$ cat src/logic/dpp_pkg.sv
`default_nettype none
package dpp_pkg;
    // ========================================================================
    // Geometry
    localparam int UNITS         = 2;
    localparam int PORTS_PER     = 3;
    localparam int PORT_W        = 8;
    localparam int LINES         = UNITS * PORTS_PER * PORT_W;
    localparam int UNIT_W        = PORTS_PER * PORT_W;

    // ========================================================================
    // Register map (byte addresses, one word each)
    localparam logic [7:0] OFF_CTRL0  = 8'h00;
    localparam logic [7:0] OFF_CTRL1  = 8'h04;
    localparam logic [7:0] OFF_PORT0  = 8'h10;
    localparam logic [7:0] OFF_PORT5  = 8'h24;
    localparam logic [7:0] OFF_ALLLO  = 8'h30;
    localparam logic [7:0] OFF_ALLHI  = 8'h34;
    localparam int         ADDR_W     = 8;

    // ========================================================================
    // Control word fields
    localparam int         CW_MODE_SET = 7;
    localparam int         CW_A_IN     = 4;
    localparam int         CW_CH_IN    = 3;
    localparam int         CW_B_IN     = 1;
    localparam int         CW_CL_IN    = 0;
    localparam logic [7:0] CW_RESET    = 8'h9B;
    localparam logic [7:0] CW_FIXED_MASK = 8'h64;

    localparam logic [1:0] RESP_OKAY   = 2'h0;
    localparam logic [1:0] RESP_SLVERR = 2'h2;

    typedef struct packed {
        logic a_in;
        logic b_in;
        logic ch_in;
        logic cl_in;
    } dpp_dir_t;

    typedef struct packed {
        logic [PORT_W-1:0] c;
        logic [PORT_W-1:0] b;
        logic [PORT_W-1:0] a;
    } dpp_ports_t;
endpackage : dpp_pkg
`default_nettype wire

$ cat src/logic/dpp_unit.sv
`timescale 1ns/10ps
`default_nettype none
module dpp_unit (
    input  wire logic                  aclk,
    input  wire logic                  aresetn,
    input  wire logic                  cw_wr,
    input  wire logic [7:0]            cw_data,
    input  wire logic [2:0]            port_wr,
    input  wire dpp_pkg::dpp_ports_t   port_data,
    input  wire dpp_pkg::dpp_ports_t   pin_sync,
    output var  dpp_pkg::dpp_ports_t   pin_out,
    output var  dpp_pkg::dpp_ports_t   pin_oe,
    output var  dpp_pkg::dpp_ports_t   port_rd,
    output var  logic [7:0]            cw_rd
);
    // ========================================================================
    // Direction and output latches
    dpp_pkg::dpp_dir_t   dir_r;
    dpp_pkg::dpp_ports_t latch_r;
    dpp_pkg::dpp_ports_t oe_w;
    wire                 cw_ok;

    assign cw_ok = cw_wr && cw_data[dpp_pkg::CW_MODE_SET];

    always_ff @(posedge aclk) begin
        if (!aresetn) begin
            dir_r <= '{a_in: 1'b1, b_in: 1'b1, ch_in: 1'b1, cl_in: 1'b1};
        end else if (cw_ok) begin
            dir_r.a_in  <= cw_data[dpp_pkg::CW_A_IN];
            dir_r.ch_in <= cw_data[dpp_pkg::CW_CH_IN];
            dir_r.b_in  <= cw_data[dpp_pkg::CW_B_IN];
            dir_r.cl_in <= cw_data[dpp_pkg::CW_CL_IN];
        end
    end

    // Basic mode only: a control write with bit 7 set clears latches, as the classic part
    always_ff @(posedge aclk) begin
        if (!aresetn) begin
            latch_r <= '0;
        end else if (cw_ok) begin
            latch_r <= '0;
        end else begin
            if (port_wr[0]) latch_r.a <= port_data.a;
            if (port_wr[1]) latch_r.b <= port_data.b;
            if (port_wr[2]) latch_r.c <= port_data.c;
        end
    end

    assign oe_w = {{4{~dir_r.ch_in}}, {4{~dir_r.cl_in}},
                   {8{~dir_r.b_in}}, {8{~dir_r.a_in}}};

    always_ff @(posedge aclk) begin
        if (!aresetn) begin
            pin_out <= '0;
            pin_oe  <= '0;
            port_rd <= '0;
        end else begin
            pin_out <= latch_r;
            pin_oe  <= oe_w;
            // Output bits read back their latch, input bits the pin
            port_rd <= (latch_r & oe_w) | (pin_sync & ~oe_w);
        end
    end

    assign cw_rd = {1'b1, 2'b00, dir_r.a_in, dir_r.ch_in, 1'b0,
                    dir_r.b_in, dir_r.cl_in};
endmodule : dpp_unit
`default_nettype wire

$ cat src/logic/dpp_top.sv
// Contract
// - Two units, three 8-bit ports, 48 lines
// - Basic mode only: read pins, drive latches
// - Control word sets each group's direction
// - Bits 4,3,1,0 pick input per group
// - Everything input after reset, nothing driven
// - Input read: low gives 0, high 1
// - Output write: 0 drives low, 1 high
// - Lines ordered unit1 A,B,C then unit2
//
// Chosen here: the placing of the registers and the AXI4-Lite interface to the registers.
`timescale 1ns/10ps
`default_nettype none
module dpp_top (
    input  wire logic        aclk,
    input  wire logic        aresetn,
    input  wire logic [7:0]  s_axi_awaddr,
    input  wire logic [2:0]  s_axi_awprot,
    input  wire logic        s_axi_awvalid,
    output var  logic        s_axi_awready,
    input  wire logic [31:0] s_axi_wdata,
    input  wire logic [3:0]  s_axi_wstrb,
    input  wire logic        s_axi_wvalid,
    output var  logic        s_axi_wready,
    output var  logic [1:0]  s_axi_bresp,
    output var  logic        s_axi_bvalid,
    input  wire logic        s_axi_bready,
    input  wire logic [7:0]  s_axi_araddr,
    input  wire logic [2:0]  s_axi_arprot,
    input  wire logic        s_axi_arvalid,
    output var  logic        s_axi_arready,
    output var  logic [31:0] s_axi_rdata,
    output var  logic [1:0]  s_axi_rresp,
    output var  logic        s_axi_rvalid,
    input  wire logic        s_axi_rready,
    input  wire logic [47:0] io_line_in,
    output var  logic [47:0] io_line_out,
    output var  logic [47:0] io_line_oe
);
    localparam int NU = dpp_pkg::UNITS;
    localparam int UW = dpp_pkg::UNIT_W;

    // ========================================================================
    // Pin synchronisers
    logic [47:0] sync1_r;
    logic [47:0] sync2_r;
    always_ff @(posedge aclk) begin
        if (!aresetn) begin
            sync1_r <= '0;
            sync2_r <= '0;
        end else begin
            sync1_r <= io_line_in;
            sync2_r <= sync1_r;
        end
    end

    // ========================================================================
    // AXI4-Lite write path: address and data accepted in either order
    logic       aw_held_r;
    logic       w_held_r;
    logic [7:0] awaddr_r;
    logic [31:0] wdata_r;
    logic [3:0] wstrb_r;
    wire        wr_go;
    wire        wr_hit;
    wire [7:0]  waddr_w;
    wire [31:0] wdata_w;
    wire [3:0]  wstrb_w;

    assign waddr_w = aw_held_r ? awaddr_r : s_axi_awaddr;
    assign wdata_w = w_held_r ? wdata_r : s_axi_wdata;
    assign wstrb_w = w_held_r ? wstrb_r : s_axi_wstrb;
    assign wr_go   = (aw_held_r || (s_axi_awvalid && s_axi_awready))
                  && (w_held_r || (s_axi_wvalid && s_axi_wready))
                  && !s_axi_bvalid;

    always_ff @(posedge aclk) begin
        if (!aresetn) begin
            aw_held_r     <= 1'b0;
            w_held_r      <= 1'b0;
            awaddr_r      <= '0;
            wdata_r       <= '0;
            wstrb_r       <= '0;
            s_axi_awready <= 1'b0;
            s_axi_wready  <= 1'b0;
            s_axi_bvalid  <= 1'b0;
            s_axi_bresp   <= dpp_pkg::RESP_OKAY;
        end else begin
            s_axi_awready <= !aw_held_r && !s_axi_awready && !s_axi_bvalid
                          && !wr_go;
            s_axi_wready  <= !w_held_r && !s_axi_wready && !s_axi_bvalid
                          && !wr_go;
            if (s_axi_awvalid && s_axi_awready) begin
                awaddr_r  <= s_axi_awaddr;
                aw_held_r <= !wr_go;
                s_axi_awready <= 1'b0;
            end
            if (s_axi_wvalid && s_axi_wready) begin
                wdata_r  <= s_axi_wdata;
                wstrb_r  <= s_axi_wstrb;
                w_held_r <= !wr_go;
                s_axi_wready <= 1'b0;
            end
            if (wr_go) begin
                aw_held_r    <= 1'b0;
                w_held_r     <= 1'b0;
                s_axi_bvalid <= 1'b1;
                s_axi_bresp  <= wr_hit ? dpp_pkg::RESP_OKAY
                                       : dpp_pkg::RESP_SLVERR;
            end else if (s_axi_bvalid && s_axi_bready) begin
                s_axi_bvalid <= 1'b0;
            end
        end
    end

    // ========================================================================
    // Write decode
    wire [7:0] wword = {waddr_w[7:2], 2'b00};
    wire       wr_cw0 = wr_go && wword == dpp_pkg::OFF_CTRL0 && wstrb_w[0];
    wire       wr_cw1 = wr_go && wword == dpp_pkg::OFF_CTRL1 && wstrb_w[0];
    wire       wr_plo = wr_go && wword == dpp_pkg::OFF_ALLLO;
    wire       wr_phi = wr_go && wword == dpp_pkg::OFF_ALLHI;
    wire       in_port = wword >= dpp_pkg::OFF_PORT0
                      && wword <= dpp_pkg::OFF_PORT5;
    wire [7:0] pidx_w = (wword - dpp_pkg::OFF_PORT0) >> 2;
    assign wr_hit = wword == dpp_pkg::OFF_CTRL0 || wword == dpp_pkg::OFF_CTRL1
                 || in_port || wword == dpp_pkg::OFF_ALLLO
                 || wword == dpp_pkg::OFF_ALLHI;

    // Per logical port byte enables: single-port or 32/16-bit bulk words
    logic [5:0] pwr_w;
    always_comb begin
        pwr_w  = '0;
        for (int p = 0; p < 6; p++) begin
            if (wr_go && in_port && pidx_w == 8'(p) && wstrb_w[0])
                pwr_w[p] = 1'b1;
            if (wr_plo && p < 4 && wstrb_w[p])
                pwr_w[p] = 1'b1;
            if (wr_phi && p >= 4 && wstrb_w[p-4])
                pwr_w[p] = 1'b1;
        end
    end

    // ========================================================================
    // Units, logical port p = unit*3 + {A,B,C}
    wire [47:0] rd_lines_w;
    wire [47:0] out_all_w;
    wire [47:0] oe_all_w;
    wire [7:0]  cw_rd_w [NU];
    genvar u;
    generate
        for (u = 0; u < NU; u++) begin : g_unit
            dpp_pkg::dpp_ports_t out_w, oe_w, rd_w;
            dpp_unit u_unit (
                .aclk      (aclk),
                .aresetn   (aresetn),
                .cw_wr     (u == 0 ? wr_cw0 : wr_cw1),
                .cw_data   (wdata_w[7:0]),
                .port_wr   (pwr_w[u*3 +: 3]),
                .port_data (pdata_sel(u, pwr_w, in_port, wr_phi,
                                      wdata_w)),
                .pin_sync  (sync2_r[u*UW +: UW]),
                .pin_out   (out_w),
                .pin_oe    (oe_w),
                .port_rd   (rd_w),
                .cw_rd     (cw_rd_w[u])
            );
            assign out_all_w[u*UW +: UW]  = out_w;
            assign oe_all_w[u*UW +: UW]   = oe_w;
            assign rd_lines_w[u*UW +: UW] = rd_w;
        end
    endgenerate

    always_ff @(posedge aclk) begin
        if (!aresetn) begin
            io_line_out <= '0;
            io_line_oe  <= '0;
        end else begin
            io_line_out <= out_all_w;
            io_line_oe  <= oe_all_w;
        end
    end

    // Bytes for a unit's three ports: selected lanes of the bulk or single-port word
    function automatic logic [23:0] pdata_sel(input int un,
                                              input logic [5:0] pw,
                                              input logic ip,
                                              input logic hi,
                                              input logic [31:0] d);
        logic [23:0] r;
        r = '0;
        if (ip)          r = {3{d[7:0]}};
        else if (hi)     r = {d[15:0], 8'h00};
        else if (un == 0) r = d[23:0];
        else             r = {d[15:0], d[31:24]};
        return r;
    endfunction : pdata_sel

    // ========================================================================
    // Read path: one outstanding read, answered a cycle after acceptance
    wire [7:0] rword = {s_axi_araddr[7:2], 2'b00};
    wire [7:0] ridx  = (rword - dpp_pkg::OFF_PORT0) >> 2;
    wire       r_port = rword >= dpp_pkg::OFF_PORT0
                     && rword <= dpp_pkg::OFF_PORT5;
    logic [31:0] rmux_w;
    logic        rhit_w;
    always_comb begin
        rmux_w = '0;
        rhit_w = 1'b1;
        if (rword == dpp_pkg::OFF_CTRL0)      rmux_w = {24'h0, cw_rd_w[0]};
        else if (rword == dpp_pkg::OFF_CTRL1) rmux_w = {24'h0, cw_rd_w[1]};
        else if (r_port)
            rmux_w = {24'h0, rd_lines_w[ridx[2:0]*8 +: 8]};
        else if (rword == dpp_pkg::OFF_ALLLO) rmux_w = rd_lines_w[31:0];
        else if (rword == dpp_pkg::OFF_ALLHI)
            rmux_w = {16'h0, rd_lines_w[47:32]};
        else rhit_w = 1'b0;
    end

    always_ff @(posedge aclk) begin
        if (!aresetn) begin
            s_axi_arready <= 1'b0;
            s_axi_rvalid  <= 1'b0;
            s_axi_rdata   <= '0;
            s_axi_rresp   <= dpp_pkg::RESP_OKAY;
        end else begin
            s_axi_arready <= !s_axi_arready && !s_axi_rvalid;
            if (s_axi_arvalid && s_axi_arready) begin
                s_axi_arready <= 1'b0;
                s_axi_rvalid  <= 1'b1;
                s_axi_rdata   <= rmux_w;
                s_axi_rresp   <= rhit_w ? dpp_pkg::RESP_OKAY
                                        : dpp_pkg::RESP_SLVERR;
            end else if (s_axi_rvalid && s_axi_rready) begin
                s_axi_rvalid <= 1'b0;
            end
        end
    end

    wire unused_ok = &{1'b0, s_axi_awprot, s_axi_arprot};
endmodule : dpp_top
`default_nettype wire

$ cat config.mk
export PLATFORM = sky130hd
export DESIGN_NAME = dpp_top
export DESIGN_NICKNAME = d
export VERILOG_FILES = /design/src/logic/dpp_pkg.sv /design/src/logic/dpp_unit.sv /design/src/logic/dpp_top.sv
export SDC_FILE = /design/constraint.sdc
export NUM_CORES = 1
export LEC_CHECK = 0
export BUFFER_PORTS_ARGS = -buffer_cell sky130_fd_sc_hd__buf_2
export CAP_MARGIN = 10
export CORE_AREA = 2 2 121 240
export CTS_BUF_LIST = sky130_fd_sc_hd__clkbuf_4 sky130_fd_sc_hd__clkbuf_8
export CTS_CLUSTER_DIAMETER = 200
export CTS_CLUSTER_SIZE = 28
export DETAILED_ROUTE_END_ITERATION = 8
export DIE_AREA = 0 0 123 242
export HOLD_SLACK_MARGIN = 0.12
export PLACE_DENSITY = 0.77
export SYNTH_ARGS = -nofsm -noshare
export SYNTH_HDL_FRONTEND = slang
export SYNTH_SLANG_ARGS = --single-unit
$ cat constraint.sdc
create_clock -name aclk -period 2.35 [get_ports aclk]
set_input_delay 0.3525 -clock aclk [delete_from_list [all_inputs] [get_ports aclk]]
set_output_delay 0.3525 -clock aclk [all_outputs]
set_load 0.01 [all_outputs]
==> metrics.txt <==
Clock H-tree levels=1; CP Capture Type=flip-flop; Crit Path Category=input pin to flip-flop; final setup fails=0; Unique masters post-synth=65; worst vdd ir=0.474 mV; Leak Pwr=7.59 nW; cell area after synthesis=14300 um^2; CTS root buf=clkbuf_8; number of global-route vias before repair=10708; Mapped Cells=1414; Remaining DRCs=0; design area=17100 um^2; CP max stage delay=0.51 ns; Hold Path Class=input pin to flip-flop; Rows=87; Seq/Total Area, Yosys=55.2%; maxcap violations=0; Synthesis Warnings=0; CP max FO=8; I/O Pins=250; max_slew headroom=52.5%; Post-CTS Repair Setup Buffers=0; asr flop ratio synth=0%; CP top delay family=buffers and inverters; vias per cell=5.32; outcome=finished, final reports clean; unrepaired setup endpoints after global routing=yes; fmax=428 MHz; placed instance area=15700 um^2; Tot GR Track Use=25.0%; layout cell share with drive strength beyond 1=22.4%; DRT Pass-1 Iters=5; critical path's slowest cell=dlygate4sd3_1; CP Launch Type=input pin; die extent in x=123 um; CP cell instances=dlygate4sd3_1 > buf_2 > or4b_4 > a2111o_1 > buf_6 > nor3_4 > buf_6 > nor3_2 > a311oi_2; dominant synthesized flop cell=dfxtp_1; Routed Wire Length=37700 um; DP Wirelength=27600 um; Placed Cells=1926; TritonCTS buffer count=18; Pwr Total=10.7 mW; non-filler instance count after layout=2041; CTS tree=done; Tcrit/Tclk final=99.3%; via count=10851; Initial Util=51.0%; Layout area overhead=19.0%; ANT nets after route=0; Pins Over Slew Limit=0; WL/cell=18.5 um; DR iter-0 viols=671; nets@finish=1797; FF+latch count, synth=395; Finished Core Util=60.7%; most used cell, CP=buf_6; clk buf depth=3; post-route minimum period=2.33 ns; Core Area=28100 um^2; die span in y=242 um; PwrDens=629 nW/um^2; data arrival time of the critical path=2.83 ns; Port Buf Inserts=237; EDFF count, synth=0; Critical path buffers and inverters=4; final hold violations=0; clk sinks=395; Least-Margin Pin Slew=0.712 ns; initial antenna violation count=1; grt ovf=0; mean post-synth cell area=10.1 um^2; Placer Congestion=0.928; first-pass GRT wire length=57300 um; Worst Skew=0.0527 ns; largest net degree at the start of global routing=217; Die ar.=29800 um^2; worst skew pair latency=0.60 ns; Worst Path Required=2.84 ns; clock-pin slew on the worst setup and hold paths=0.16 ns
[layout make-up]
class / instances / area [um^2]
Fill cell: 2348 / 11000
Sequential cell: 395 / 7910
Multi-Input combinational cell: 878 / 5760
Timing Repair Buffer: 382 / 2610
Tap cell: 356 / 445
Clock buffer: 19 / 262
Inverter: 9 / 36.3
Clock inverter: 1 / 30.0
Antenna cell: 1 / 2.50
[per-layer routing]
layer	part of all wire (%)	GRT usage (%)
met5	0	0
met4	7.3	16.8
met3	4.2	2.50
met2	54	46.3
met1	35	25.3
[power by group]
part	switching (mW)	internal, mW	total (mW)
logic	0.616	0.489	1.11
registers	0.0807	6.85	6.94
clock network	1.92	0.767	2.69
[cell usage after synthesis (7+ instances only)]
| library cell | number | area share, % |
|---|---|---|
| inv_1 | 8 | 0.21 |
| dfxtp_1 | 395 | 55 |
| o21ai_0 | 23 | 0.80 |
| a22oi_1 | 21 | 1.1 |
| nor3_1 | 32 | 1.1 |
| mux2i_1 | 114 | 8.0 |
| nand2_1 | 136 | 3.6 |
| buf_4 | 43 | 2.3 |
| o21ai_2 | 8 | 0.49 |
| nor2_1 | 97 | 2.5 |
| buf_1 | 7 | 0.18 |
| o211ai_1 | 8 | 0.42 |
| a21o_1 | 7 | 0.37 |
| nand3_1 | 22 | 0.77 |
| clkbuf_1 | 70 | 1.8 |
| o221ai_1 | 8 | 0.49 |
| a21oi_1 | 71 | 2.5 |
| and2_1 | 203 | 8.9 |
| a311oi_1 | 16 | 0.98 |
| nand4_1 | 11 | 0.48 |
| mux2_2 | 30 | 2.4 |
| buf_2 | 7 | 0.24 |
[stage by stage]
stage / setup slack [ns] / TNS (ns) / hold slack, ns
global placement: -0.0925 / -1.52 / 0.417
CTS: 0.0186 / 0 / 0.142
finish: 0.0157 / 0 / 0.177
global route: -0.0506 / -0.0600 / 0.146
detailed placement: -0.168 / -3.59 / 0.417
floorplan: -0.0250 / -0.179 / 0.412
[state kept, by name (all words and copies together), names as in the netlist]
| register | count |
|---|---|
| aw_held_r | 1 |
| awaddr_r | 6 |
| g_unit.u_unit.cw_rd | 8 |
| g_unit.u_unit.latch_r | 48 |
| g_unit.u_unit.pin_oe | 8 |
| g_unit.u_unit.pin_out | 48 |
| g_unit.u_unit.port_rd | 48 |
| io_line_oe | 8 |
| io_line_out | 48 |
| s_axi_arready | 1 |
| s_axi_awready | 1 |
| s_axi_bresp | 1 |
| s_axi_bvalid | 1 |
| s_axi_rdata | 32 |
| s_axi_rresp | 1 |
| s_axi_rvalid | 1 |
| s_axi_wready | 1 |
| sync1_r | 48 |
| sync2_r | 48 |
| w_held_r | 1 |
| wdata_r | 32 |
| wstrb_r | 4 |
[timing repair]
| action | 4_1_cts | 5_1_grt |
|---|---|---|
| pin swaps | 1 | 7 |
| gates resized for setup | 3 | 15 |
| endpoints found under the setup margin | 16 | 20 |
| hold endpoints to repair | 93 | 0 |
| cloned | 0 | 1 |
| hold buffers | 94 | 0 |
[cell usage in the layout, fill, tap and decap left out, types with 11 or more instances in the layout]
master         synthesis  routed
mux2i_1              114     114
a311oi_1              16      15
mux2_2                30      30
buf_4                 43      42
dlygate4sd3_1          0      94
nand4_1               11      11
dfxtp_1              395     393
and2_1               203     203
nand2_1              136     135
nor3_1                32      31
a22oi_1               21      21
nor2_1                97      97
buf_2                  7     236
o21ai_0               23      22
a21oi_1               71      71
nand3_1               22      22
clkbuf_8               0      19
[cell families after synthesis]
family	after synthesis	share of synthesized area [%]
AOI/OAI and AO/OA	197	9.38
xor gates and xnor gates	2	0.122
buffers and inverters	142	5.22
DFF	395	55.2
muxes	149	11.1
other	1	0.0262
and+or+nand+nor	528	19.0
[tightest hold or removal path, cell delays in order]
cell	delay, ns
buf_2	0.11
buf_4	0.15
nand3_1	0.08
a21oi_1	0.06
[path summary, 6_finish.rpt]
path	start	to	slack, ns	depth (start not counted)
worst max register to register	aw_held_r	g_unit[1].u_unit.latch_r[5]	0.03	7
worst min-delay path	s_axi_awvalid	awaddr_r[2]	0.18	4
worst max-delay path	s_axi_awaddr[4]	g_unit[1].u_unit.latch_r[5]	0.02	9
worst min register to register	sync1_r[17]	sync2_r[17]	0.44	1
Note: power is estimated with default switching activity, not from simulation.
